### src/hw/lsd_pkg.sv
// Package: mode register layouts, command codes and field constants
package lsd_pkg;
    localparam int ADDR_W = 12;
    localparam int COL_W = 8;
    localparam int ROW_W = 12;
    localparam int DQ_W = 16;
    localparam int MODE_W = 14;
    localparam int LAT_MAX = 3;
    localparam int MASK_LAT = 2;
    localparam int FULL_PAGE_LEN = 256;
    localparam int BL_LSB = 0;
    localparam int BL_MSB = 2;
    localparam int ORDER_BIT = 3;
    localparam int LAT_LSB = 4;
    localparam int LAT_MSB = 6;
    localparam int OPM_LSB = 7;
    localparam int OPM_MSB = 8;
    localparam int WSA_BIT = 9;
    localparam int OPC_MSB = 10;
    localparam int AP_BIT = 10;
    localparam int COV_LSB = 0;
    localparam int COV_MSB = 2;
    localparam int DRV_LSB = 5;
    localparam int DRV_MSB = 6;
    localparam int UPPER_BIT = 7;
    localparam int EXT_Z_LSB = 8;
    localparam int EXT_Z_MSB = 11;
    localparam logic [2:0] BL_ONE = 3'h0;
    localparam logic [2:0] BL_TWO = 3'h1;
    localparam logic [2:0] BL_FOUR = 3'h2;
    localparam logic [2:0] BL_EIGHT = 3'h3;
    localparam logic [2:0] BL_PAGE = 3'h7;
    localparam logic [2:0] LAT_ONE = 3'h1;
    localparam logic [2:0] LAT_THREE = 3'h3;
    localparam logic [1:0] OPM_STD = 2'h0;
    localparam logic [2:0] COV_ONE = 3'h2;
    localparam logic [1:0] BANK_EXT = 2'h2;
    localparam logic [MODE_W-1:0] MODE_RST = 14'h0000;
    // Command code {cs_n, ras_n, cas_n, we_n}
    typedef enum logic [3:0] {
        LSD_CMD_LOAD = 4'h0,
        LSD_CMD_REF = 4'h1,
        LSD_CMD_PRE = 4'h2,
        LSD_CMD_ACT = 4'h3,
        LSD_CMD_WR = 4'h4,
        LSD_CMD_RD = 4'h5,
        LSD_CMD_BT = 4'h6,
        LSD_CMD_NOP = 4'h7
    } lsd_cmd_t;
    // Command pins grouped as one carrier
    typedef struct packed {
        logic cs_n;
        logic ras_n;
        logic cas_n;
        logic we_n;
        logic [1:0] bank;
        logic [ADDR_W-1:0] addr;
        logic lower_byte_mask;
        logic upper_byte_mask;
    } lsd_cmd_bus_t;
endpackage

### src/hw/lsd_burst_addr.sv
// Burst column sequencer for sequential and interleaved order
`timescale 1ns/100ps
`default_nettype none
module lsd_burst_addr (
    // Burst setup
    input wire logic [lsd_pkg::COL_W-1:0] start_col,
    input wire logic [2:0] len_code,
    input wire logic interleave,
    input wire logic [lsd_pkg::COL_W-1:0] beat,
    // Column out
    output logic [lsd_pkg::COL_W-1:0] col
);
    import lsd_pkg::*;
    logic [COL_W-1:0] mask;
    logic [COL_W-1:0] seq_off;
    // Offset mask per burst length; page wraps over the whole row
    always_comb begin
        unique case (len_code)
            BL_TWO: mask = 8'h01;
            BL_FOUR: mask = 8'h03;
            BL_EIGHT: mask = 8'h07;
            BL_PAGE: mask = 8'hFF;
            default: mask = 8'h00;
        endcase
    end
    // Block bits fixed, offset wraps inside block
    always_comb begin
        seq_off = COL_W'(start_col + beat);
        if (interleave && len_code != BL_PAGE && len_code != BL_ONE) begin
            col = (start_col & ~mask) | ((start_col ^ beat) & mask);
        end else begin
            col = (start_col & ~mask) | (seq_off & mask);
        end
    end
endmodule
`default_nettype wire

### src/hw/lsd_mode_regs.sv
// Base and extended mode registers with field decode
`timescale 1ns/100ps
`default_nettype none
module lsd_mode_regs (
    // Clock and control
    input wire logic sys_clk,
    input wire logic rst_n,
    input wire logic clk_en,
    // Load strobe
    input wire logic load,
    input wire logic [1:0] bank,
    input wire logic [lsd_pkg::ADDR_W-1:0] addr,
    // Stored registers
    output logic [lsd_pkg::MODE_W-1:0] burst_and_latency_mode_q,
    output logic [lsd_pkg::MODE_W-1:0] low_power_extra_mode_q,
    output logic bad_load_q
);
    import lsd_pkg::*;
    logic [MODE_W-1:0] op;
    assign op = {bank, 1'b0, addr[OPC_MSB:0]};
    // Register writes selected by bank bits
    always_ff @(posedge sys_clk) begin
        if (!rst_n) begin
            burst_and_latency_mode_q <= MODE_RST;
            low_power_extra_mode_q <= MODE_RST;
        end else if (clk_en && load) begin
            if (bank == BANK_EXT) begin
                low_power_extra_mode_q <= op;
            end else begin
                burst_and_latency_mode_q <= op;
            end
        end
    end
    // Reserved code detection on each load
    always_ff @(posedge sys_clk) begin
        if (!rst_n) begin
            bad_load_q <= 1'b0;
        end else if (clk_en && load) begin
            if (bank == BANK_EXT) begin
                bad_load_q <= (op[COV_MSB:COV_LSB] > COV_ONE) ||
                    (op[EXT_Z_MSB:EXT_Z_LSB] != 4'h0);
            end else begin
                bad_load_q <= (op[BL_MSB:BL_LSB] > BL_EIGHT &&
                    !(op[BL_MSB:BL_LSB] == BL_PAGE && !op[ORDER_BIT])) ||
                    op[LAT_MSB:LAT_LSB] < LAT_ONE || op[LAT_MSB:LAT_LSB] > LAT_THREE ||
                    op[OPM_MSB:OPM_LSB] != OPM_STD;
            end
        end
    end
endmodule
`default_nettype wire

### src/hw/lsd_cmd_core.sv
// Command decoder and burst control of the low-power SDRAM
// Notes on behaviour
// - Burst length codes 000..011 give 1, 2, 4, 8 locations.
// - Code 111 is full page with sequential order only; others reserved.
// - Sequential adds the count; interleaved XORs start offset with count.
// - Upper column bits fix the block; low bits give the start offset.
// - A burst wraps inside its aligned block.
// - Length one uses column bits 7..0 and ignores order bit.
// - Operating mode bits must be zero; others reserved.
// - Latency field 001, 010, 011 gives one to three clocks.
// - Read at edge r: drive from r+q-1, data valid by r+q.
// - Write single access bit forces single-location writes.
// - Load with banks 1,0 writes the extended register; bits 8..11 zero.
// - Coverage field picks four, two or one bank; bit 7 chooses half.
// - Self refresh keeps only covered banks; normal access unaffected.
// - Extended bits 6..5 set drive strength full to quarter.
// - Self refresh interval tracks internal temperature sensor.
// - Commands decode from select, strobes and write enable.
// - Clock enable high except self refresh and deep sleep; refresh and terminate codes split on it.
// - Refresh uses internal counter row; other inputs ignored.
// - Read/write column from bits 7..0, bit 10 auto precharge; row 11..0.
// - Precharge bit 10 high means all banks, else chosen bank.
// - Byte masks gate writes at once and reads two clocks later.
// - Deselect or no-operation registers nothing new.
// - Mode load takes op-code from address bits 10..0.
`timescale 1ns/100ps
`default_nettype none
module lsd_cmd_core (
    // Clock, reset, enable
    input wire logic sys_clk,
    input wire logic rst_n,
    input wire logic clk_en,
    // Command pins from controller
    input wire lsd_pkg::lsd_cmd_bus_t cmd_pins,
    input wire logic mem_clk_en,
    // Data pins
    input wire logic [lsd_pkg::DQ_W-1:0] dq_in,
    output logic [lsd_pkg::DQ_W-1:0] dq_out,
    output logic [lsd_pkg::DQ_W-1:0] dq_oe,
    // Array access
    output logic arr_wr_q,
    output logic [lsd_pkg::DQ_W-1:0] arr_wdata_q,
    output logic [1:0] arr_byte_en_q,
    output logic [1:0] arr_bank_q,
    output logic [lsd_pkg::COL_W-1:0] arr_col_q,
    input wire logic [lsd_pkg::DQ_W-1:0] arr_rdata,
    output logic act_q,
    output logic [lsd_pkg::ROW_W-1:0] act_row_q,
    output logic pre_q,
    output logic [3:0] pre_banks_q,
    output logic auto_pre_q,
    output logic auto_ref_q,
    input wire logic temp_hot,
    // Low power state
    output logic self_ref_q,
    output logic deep_sleep_mode_q,
    output logic [3:0] keep_banks_q,
    output logic [1:0] drive_strength_q,
    output logic fast_refresh_q,
    output logic bad_load_q
);
    import lsd_pkg::*;
    typedef enum logic [1:0] {
        LSD_IDLE = 2'b00,
        LSD_READ = 2'b01,
        LSD_WRITE = 2'b10
    } lsd_state_t;
    lsd_cmd_bus_t s1_q, s2_q;
    logic cke1_q, cke2_q, hot1_q, hot2_q;
    lsd_state_t state_q;
    logic [MODE_W-1:0] mr, emr;
    logic [COL_W-1:0] beat_q, col_now, start_q;
    logic [1:0] bank_q;
    logic [8:0] left_q;
    logic [2:0] len_q;
    logic order_q, ap_q, burst_wr;
    logic [LAT_MAX-1:0] rd_pipe_q;
    logic [1:0] mask_d1_q;
    logic [DQ_W-1:0] dout_q, rdat_d1_q, rdat_d2_q;
    logic drv_q, drv_d;
    lsd_cmd_t cmd;
    logic sel, cmd_cke;

    // Decode number of beats for a length code
    function automatic logic [8:0] beats(input logic [2:0] code);
        unique case (code)
            BL_TWO: beats = 9'h002;
            BL_FOUR: beats = 9'h004;
            BL_EIGHT: beats = 9'h008;
            BL_PAGE: beats = 9'(FULL_PAGE_LEN);
            default: beats = 9'h001;
        endcase
    endfunction

    // Two-flop synchronisers for pin inputs
    always_ff @(posedge sys_clk) begin
        if (!rst_n) begin
            s1_q <= '1;
            s2_q <= '1;
            cke1_q <= 1'b1;
            cke2_q <= 1'b1;
            hot1_q <= 1'b0;
            hot2_q <= 1'b0;
        end else if (clk_en) begin
            s1_q <= cmd_pins;
            s2_q <= s1_q;
            cke1_q <= mem_clk_en;
            cke2_q <= cke1_q;
            hot1_q <= temp_hot;
            hot2_q <= hot1_q;
        end
    end

    // Command decode, deselect gives nothing
    assign cmd = lsd_cmd_t'({s2_q.cs_n, s2_q.ras_n, s2_q.cas_n, s2_q.we_n});
    assign sel = !s2_q.cs_n && !self_ref_q && !deep_sleep_mode_q;
    assign cmd_cke = cke2_q;

    lsd_mode_regs u_modes (
        .sys_clk(sys_clk),
        .rst_n(rst_n),
        .clk_en(clk_en),
        .load(sel && cmd_cke && cmd == LSD_CMD_LOAD),
        .bank(s2_q.bank),
        .addr(s2_q.addr),
        .burst_and_latency_mode_q(mr),
        .low_power_extra_mode_q(emr),
        .bad_load_q(bad_load_q)
    );

    lsd_burst_addr u_burst (
        .start_col(start_q),
        .len_code(len_q),
        .interleave(order_q),
        .beat(beat_q),
        .col(col_now)
    );

    assign burst_wr = !mr[WSA_BIT];

    // Burst state: start, step, wrap, terminate
    always_ff @(posedge sys_clk) begin
        if (!rst_n) begin
            state_q <= LSD_IDLE;
            beat_q <= 8'h00;
            start_q <= 8'h00;
            bank_q <= 2'h0;
            left_q <= 9'h000;
            len_q <= BL_ONE;
            order_q <= 1'b0;
            ap_q <= 1'b0;
        end else if (clk_en) begin
            if (sel && cmd_cke && (cmd == LSD_CMD_RD || cmd == LSD_CMD_WR)) begin
                state_q <= (cmd == LSD_CMD_RD) ? LSD_READ : LSD_WRITE;
                start_q <= s2_q.addr[COL_W-1:0];
                bank_q <= s2_q.bank;
                beat_q <= 8'h00;
                len_q <= (cmd == LSD_CMD_WR && !burst_wr) ? BL_ONE : mr[BL_MSB:BL_LSB];
                left_q <= (cmd == LSD_CMD_WR && !burst_wr) ? 9'h001 :
                    beats(mr[BL_MSB:BL_LSB]);
                order_q <= mr[ORDER_BIT];
                ap_q <= s2_q.addr[AP_BIT] && mr[BL_MSB:BL_LSB] != BL_PAGE;
            end else if (sel && cmd_cke && cmd == LSD_CMD_BT) begin
                state_q <= LSD_IDLE;
                ap_q <= 1'b0;
            end else if (state_q != LSD_IDLE) begin
                beat_q <= COL_W'(beat_q + 8'h01);
                if (left_q == 9'h001 && len_q != BL_PAGE) begin
                    state_q <= LSD_IDLE;
                    ap_q <= 1'b0;
                end else begin
                    left_q <= 9'(left_q - 9'h001);
                end
            end
        end
    end

    // Array strobes for each beat, write masks same cycle
    always_ff @(posedge sys_clk) begin
        if (!rst_n) begin
            arr_wr_q <= 1'b0;
            arr_wdata_q <= 16'h0000;
            arr_byte_en_q <= 2'h0;
            arr_bank_q <= 2'h0;
            arr_col_q <= 8'h00;
            auto_pre_q <= 1'b0;
        end else if (clk_en) begin
            arr_wr_q <= (state_q == LSD_WRITE);
            arr_wdata_q <= dq_in;
            arr_byte_en_q <= ~{s2_q.upper_byte_mask, s2_q.lower_byte_mask};
            arr_bank_q <= bank_q;
            arr_col_q <= col_now;
            auto_pre_q <= ap_q && state_q != LSD_IDLE && left_q == 9'h001;
        end
    end

    // Activate, precharge, refresh strobes
    always_ff @(posedge sys_clk) begin
        if (!rst_n) begin
            act_q <= 1'b0;
            act_row_q <= 12'h000;
            pre_q <= 1'b0;
            pre_banks_q <= 4'h0;
            auto_ref_q <= 1'b0;
        end else if (clk_en) begin
            act_q <= sel && cmd_cke && cmd == LSD_CMD_ACT;
            act_row_q <= s2_q.addr;
            pre_q <= sel && cmd_cke && cmd == LSD_CMD_PRE;
            pre_banks_q <= s2_q.addr[AP_BIT] ? 4'hF : 4'(1 << s2_q.bank);
            auto_ref_q <= sel && cmd_cke && cmd == LSD_CMD_REF;
        end
    end

    // Self refresh and deep sleep entry and exit on clock enable
    always_ff @(posedge sys_clk) begin
        if (!rst_n) begin
            self_ref_q <= 1'b0;
            deep_sleep_mode_q <= 1'b0;
        end else if (clk_en) begin
            if (cke2_q) begin
                self_ref_q <= 1'b0;
                deep_sleep_mode_q <= 1'b0;
            end else if (sel && cmd == LSD_CMD_REF) begin
                self_ref_q <= 1'b1;
            end else if (sel && cmd == LSD_CMD_BT) begin
                deep_sleep_mode_q <= 1'b1;
            end
        end
    end

    // Banks kept during self refresh, drive and temperature
    always_ff @(posedge sys_clk) begin
        if (!rst_n) begin
            keep_banks_q <= 4'hF;
            drive_strength_q <= 2'h0;
            fast_refresh_q <= 1'b0;
        end else if (clk_en) begin
            unique case (emr[COV_MSB:COV_LSB])
                3'h1: keep_banks_q <= emr[UPPER_BIT] ? 4'hC : 4'h3;
                3'h2: keep_banks_q <= emr[UPPER_BIT] ? 4'h4 : 4'h1;
                default: keep_banks_q <= 4'hF;
            endcase
            drive_strength_q <= emr[DRV_MSB:DRV_LSB];
            fast_refresh_q <= self_ref_q && hot2_q;
        end
    end

    // Read latency pipe and delayed byte masks
    always_ff @(posedge sys_clk) begin
        if (!rst_n) begin
            rd_pipe_q <= '0;
            mask_d1_q <= 2'h0;
        end else if (clk_en) begin
            rd_pipe_q <= {rd_pipe_q[LAT_MAX-2:0], state_q == LSD_READ};
            mask_d1_q <= {s2_q.upper_byte_mask, s2_q.lower_byte_mask};
        end
    end

    // Drive enable picked from the read pipe by latency
    always_comb begin
        unique case (mr[LAT_MSB:LAT_LSB])
            LAT_ONE: drv_d = rd_pipe_q[0];
            LAT_THREE: drv_d = rd_pipe_q[2];
            default: drv_d = rd_pipe_q[1];
        endcase
    end

    // Read data delayed to match the drive window
    always_ff @(posedge sys_clk) begin
        if (!rst_n) begin
            drv_q <= 1'b0;
            dout_q <= 16'h0000;
            rdat_d1_q <= 16'h0000;
            rdat_d2_q <= 16'h0000;
            dq_oe <= 16'h0000;
        end else if (clk_en) begin
            drv_q <= drv_d;
            rdat_d1_q <= arr_rdata;
            rdat_d2_q <= rdat_d1_q;
            unique case (mr[LAT_MSB:LAT_LSB])
                LAT_ONE: dout_q <= arr_rdata;
                LAT_THREE: dout_q <= rdat_d2_q;
                default: dout_q <= rdat_d1_q;
            endcase
            dq_oe <= {{8{drv_d && !mask_d1_q[1]}}, {8{drv_d && !mask_d1_q[0]}}};
        end
    end

    assign dq_out = dout_q;
    burst_wrap_a: assert property (@(posedge sys_clk) disable iff (!rst_n)
        state_q != LSD_IDLE && len_q == BL_FOUR |->
        (col_now[COL_W-1:2] == start_q[COL_W-1:2]))
        else $error("burst left its block");
    single_write_a: assert property (@(posedge sys_clk) disable iff (!rst_n)
        clk_en && sel && cmd_cke && cmd == LSD_CMD_WR && mr[WSA_BIT] |=> len_q == BL_ONE)
        else $error("write burst not single");
    prech_all_a: assert property (@(posedge sys_clk) disable iff (!rst_n)
        clk_en && sel && cmd_cke && cmd == LSD_CMD_PRE && s2_q.addr[AP_BIT]
        |=> pre_q && pre_banks_q == 4'hF)
        else $error("precharge all missed");
    deselect_quiet_a: assert property (@(posedge sys_clk) disable iff (!rst_n)
        clk_en && s2_q.cs_n |=> !act_q && !pre_q && !auto_ref_q)
        else $error("deselected command acted");
    self_ref_entry_a: assert property (@(posedge sys_clk) disable iff (!rst_n)
        clk_en && sel && !cke2_q && cmd == LSD_CMD_REF |=> self_ref_q && !auto_ref_q)
        else $error("self refresh entry wrong");
    act_row_a: assert property (@(posedge sys_clk) disable iff (!rst_n)
        clk_en && sel && cmd_cke && cmd == LSD_CMD_ACT |=> act_row_q == $past(s2_q.addr))
        else $error("row not captured");
    read_mask_a: assert property (@(posedge sys_clk) disable iff (!rst_n)
        clk_en ##1 clk_en ##1 clk_en && drv_q && $past(s2_q.lower_byte_mask, 2)
        |-> dq_oe[0] == 1'b0)
        else $error("read mask latency wrong");
    coverage_a: assert property (@(posedge sys_clk) disable iff (!rst_n)
        clk_en && emr[COV_MSB:COV_LSB] == COV_ONE |=> keep_banks_q[0] | keep_banks_q[2])
        else $error("coverage decode wrong");
    cv_read: cover property (@(posedge sys_clk) state_q == LSD_READ ##1 drv_q);
    cv_write: cover property (@(posedge sys_clk) arr_wr_q);
    cv_self: cover property (@(posedge sys_clk) self_ref_q);
endmodule
`default_nettype wire

### config.mk
export PLATFORM = sky130hd
export DESIGN_NAME = lsd_cmd_core
export DESIGN_NICKNAME = d
export VERILOG_FILES = /design/src/hw/lsd_pkg.sv /design/src/hw/lsd_burst_addr.sv /design/src/hw/lsd_mode_regs.sv /design/src/hw/lsd_cmd_core.sv
export SDC_FILE = /design/constraint.sdc
export NUM_CORES = 1
export LEC_CHECK = 0
export BUFFER_PORTS_ARGS = -buffer_cell sky130_fd_sc_hd__buf_2
export CAP_MARGIN = 20
export CORE_AREA = 2 2 131 133
export CTS_CLUSTER_SIZE = 24
export DETAILED_ROUTE_END_ITERATION = 8
export DIE_AREA = 0 0 133 135
export HOLD_SLACK_MARGIN = 0.12
export PLACE_DENSITY = 0.84
export SLEW_MARGIN = 5
export SYNTH_ARGS = -nofsm -noshare
export SYNTH_HDL_FRONTEND = slang
export SYNTH_SLANG_ARGS = --single-unit
### constraint.sdc
create_clock -name sys_clk -period 2.6 [get_ports sys_clk]
set_clock_uncertainty 0.15 [all_clocks]
set_input_delay 0.39 -clock sys_clk [delete_from_list [all_inputs] [get_ports sys_clk]]
set_output_delay 0.39 -clock sys_clk [all_outputs]
set_load 0.02 [all_outputs]
==> impl_metrics.toml <==
[die]
io_pins = 148
dieArea_sq_um = 18000
row_count = 47
fp.coreArea_sq_um = 16400
die_w_microns = 133
die_h_microns = 135
initial_utilization_pct = 55.1

[yosys]
synth_cells = 964
ys_seq_area_share_pct = 45.6
netlist_area_sq_um = 9040
ys_ff_latch = 206
ys_dominant_reg_cell = "dfxtp_1"
ys_async_sr_fraction_pct = 0
synth_top_cell_area_share_pct = 45.6
synth_cell_types = 61
avgSynthCellArea_sq_um = 9.38
syn-num-nets = 1032
synth_edf_count = 0
yosys_warnings = 0
yosys-top-cells-area = "dfxtp_1, mux2i_1, nor2b_1, nand2_1, a21boi_0"
yosys.area.top_type = "dfxtp_1"

[route]
wl_met3_microns = 1280
postRouteAntennaNets = 0
dr.max_layer_used = "met4"
wl_met1_microns = 9500
via_per_inst = 5.46
first_pass_iters = 5
drtIter0Drc = 490
drc_errors = 0
vias = 7491
wire_per_inst_microns = 16.3
wl_met2_microns = 10900
routed_wl_microns = 22300

[setup_path]
crit_type = "reg -> reg"
arrival_ps = 2710
cp_max_fo = 19
crit_required_ps = 2870
cp-end-kind = "register"
start_kind = "register"

[timing]
finalHoldViolCount = 0
slew_headroom_pct = 41.1
setup_viol = 0
rsz0062_at_grt = "false"
setup_slack_ps = 165
holdWs_ps = 133
layout_min_cycle_time_ps = 2430
tightest_slew_ps = 884
fin_crit_sh_pct = 93.6
max_clock_freq_mhz = 411
slew_viol_final = 0
tns_ps = 0

[placed_design]
post-place-ws_ps = 228
place_congestion = 0.890
port_buffers = 147
hpwl_microns = 13600

[global_route]
grt_pass1_vias = 7282
grt_usage_pct = 24.0
antenna_found_initial = 1
grt_max_degree = 102
grt-ovfl-total = 0
grt_pass1_wl_microns = 35700

[clock_network]
cts_tree = "yes"
htreeDepth = 1
clockBufferDepth = 3
clk_pin_slew_ps = 60
cts_buffers = 22
clk_latency_ps = 510
cts_resized = 0
cts_sinks = 206
root_buffer = "clkbuf_16"

[power_and_ir_drop]
max-vdd-ir-drop_mv = 0.530
p_seq_share_pct = 47.5
leakage_uw = 0.00478
power.switching_uw = 1640
powerDensity_nw_per_um2 = 630
clkPwrFrac_pct = 44.0
p_int_uw = 5420
pwr-share-comb_pct = 8.5
swShare_pct = 23.2

[worst_hold_path]
hp-class = "in -> reg"

[flow_run]
drv_cap = 0

[cells_and_area]
synthToLayoutAreaGrowth_pct = 23.8
nFillCells = 1202
layout_common_cells = "dfxtp_1, mux2i_1, buf_2"
final_nets = 1203
drive_gt1_share_pct = 18.5
layout_commonest_cell = "dfxtp_1"
regArea_sq_um = 4120
multi_input_area_sq_um = 4500

[run_status]
status = "completed"
[what timing repair did]
| action | in CTS | in global routing |
|---|---|---|
| buffers inserted | 0 | 0 |
| hold endpoints to repair | 55 | 0 |
| hold buffers | 54 | 0 |
[stage by stage]
stage / cells / utilization, % / instance area, sq um / total power, uW
3_5_place_dp: 1277 / 60.5 / 9920 / 3930
3_3_place_gp: 1277 / 60.5 / 9920 / 3920
4_1_cts: 1371 / 68.2 / 11200 / 7070
6_report: 1372 / 68.2 / 11200 / 7060
5_1_grt: 1371 / 68.2 / 11200 / 7270
2_1_floorplan: 964 / - / 9040 / 3760
[routing by layer]
layer | vias to the layer above | GRT usage [%]
li1 | 3661 | -
met1 | 3539 | 29.8
met2 | 241 | 42.1
met3 | 50 | 4.43
met4 | 0 | 8.48
met5 | - | 0
[kinds of logic (layout without fill, tap and decap cells)]
| family | Yosys count | in the layout | share of synthesized area (%) |
|---|---|---|---|
| AO/OA/AOI/OAI | 156 | 156 | 11.2 |
| XOR/XNOR | 8 | 8 | 0.775 |
| adder cells (fa/ha/maj) | 12 | 12 | 1.72 |
| buffers and inverters | 95 | 282 | 4.66 |
| flip-flops | 206 | 206 | 45.6 |
| multiplexers | 148 | 148 | 16.4 |
| other | 0 | 1 | 0 |
| AND/OR/NAND/NOR | 339 | 339 | 19.6 |
[worst max-delay path, cell delays in order (launching register included)]
cell     delay (ps)
dfxtp_1         370
or4b_4          610
nor4_4          180
buf_4           300
nor2_4           90
or4_1           500
a21oi_1         150
[synth_stat cells (3+ instances only)]
library cell	count
buf_1	6
nand3b_1	6
o21ai_0	44
a21boi_0	34
buf_4	14
a31oi_1	6
nor2_1	26
a22oi_1	3
xor2_1	4
buf_2	4
clkbuf_1	52
nor3_1	5
xnor2_1	4
and2_1	6
a21oi_1	26
dfxtp_1	206
nand4_1	6
nand2_1	128
or3_1	6
ha_1	10
a41oi_1	3
nand2b_1	7
o21a_1	3
a211o_1	6
o22ai_1	3
mux2i_1	147
o2bb2ai_1	4
nor2b_1	101
nand3_1	30
o211ai_1	8
or4_1	3
inv_1	17
[final timing paths]
kind,from,to,slack (ps),depth (start not counted)
setup / recovery,deep_sleep_mode_q,beat_q[7],170,6
hold / removal,rst_n,arr_col_q[2],130,2
hold reg to reg,ap_q,ap_q,310,2
setup reg to reg,deep_sleep_mode_q,beat_q[7],170,6
[power by group through the flow]
stage               registers (uW)  logic, uW  clock network, uW
floorplan                     3440        320                  0
global placement              3410        509                  0
detailed placement            3410        521                  0
CTS                           3350        590               3140
global route                  3360        647               3260
finish                        3350        600               3110
[layout make-up]
cell class	instances	area share (%)
flip-flops and latches	206	36.8
well taps	220	2.46
diodes	1	0.0223
clock buffers	35	5.98
multi-input cells	663	40.2
inverters	18	0.603
clock inverters	5	0.548
repair buffers	224	13.4
[state kept, by name, summed over array words and instances, names as in the netlist, 6 cells and up]
register and flops:
act_row_q 12, arr_col_q 8, arr_wdata_q 16, beat_q 8
dq_out 16, left_q 9, rdat_d1_q 16, rdat_d2_q 16
s1_q 20, s2_q 16, start_q 8, u_modes.burst_and_latency_mode_q 8
u_modes.low_power_extra_mode_q 6
(Power assumes the default switching activity.)
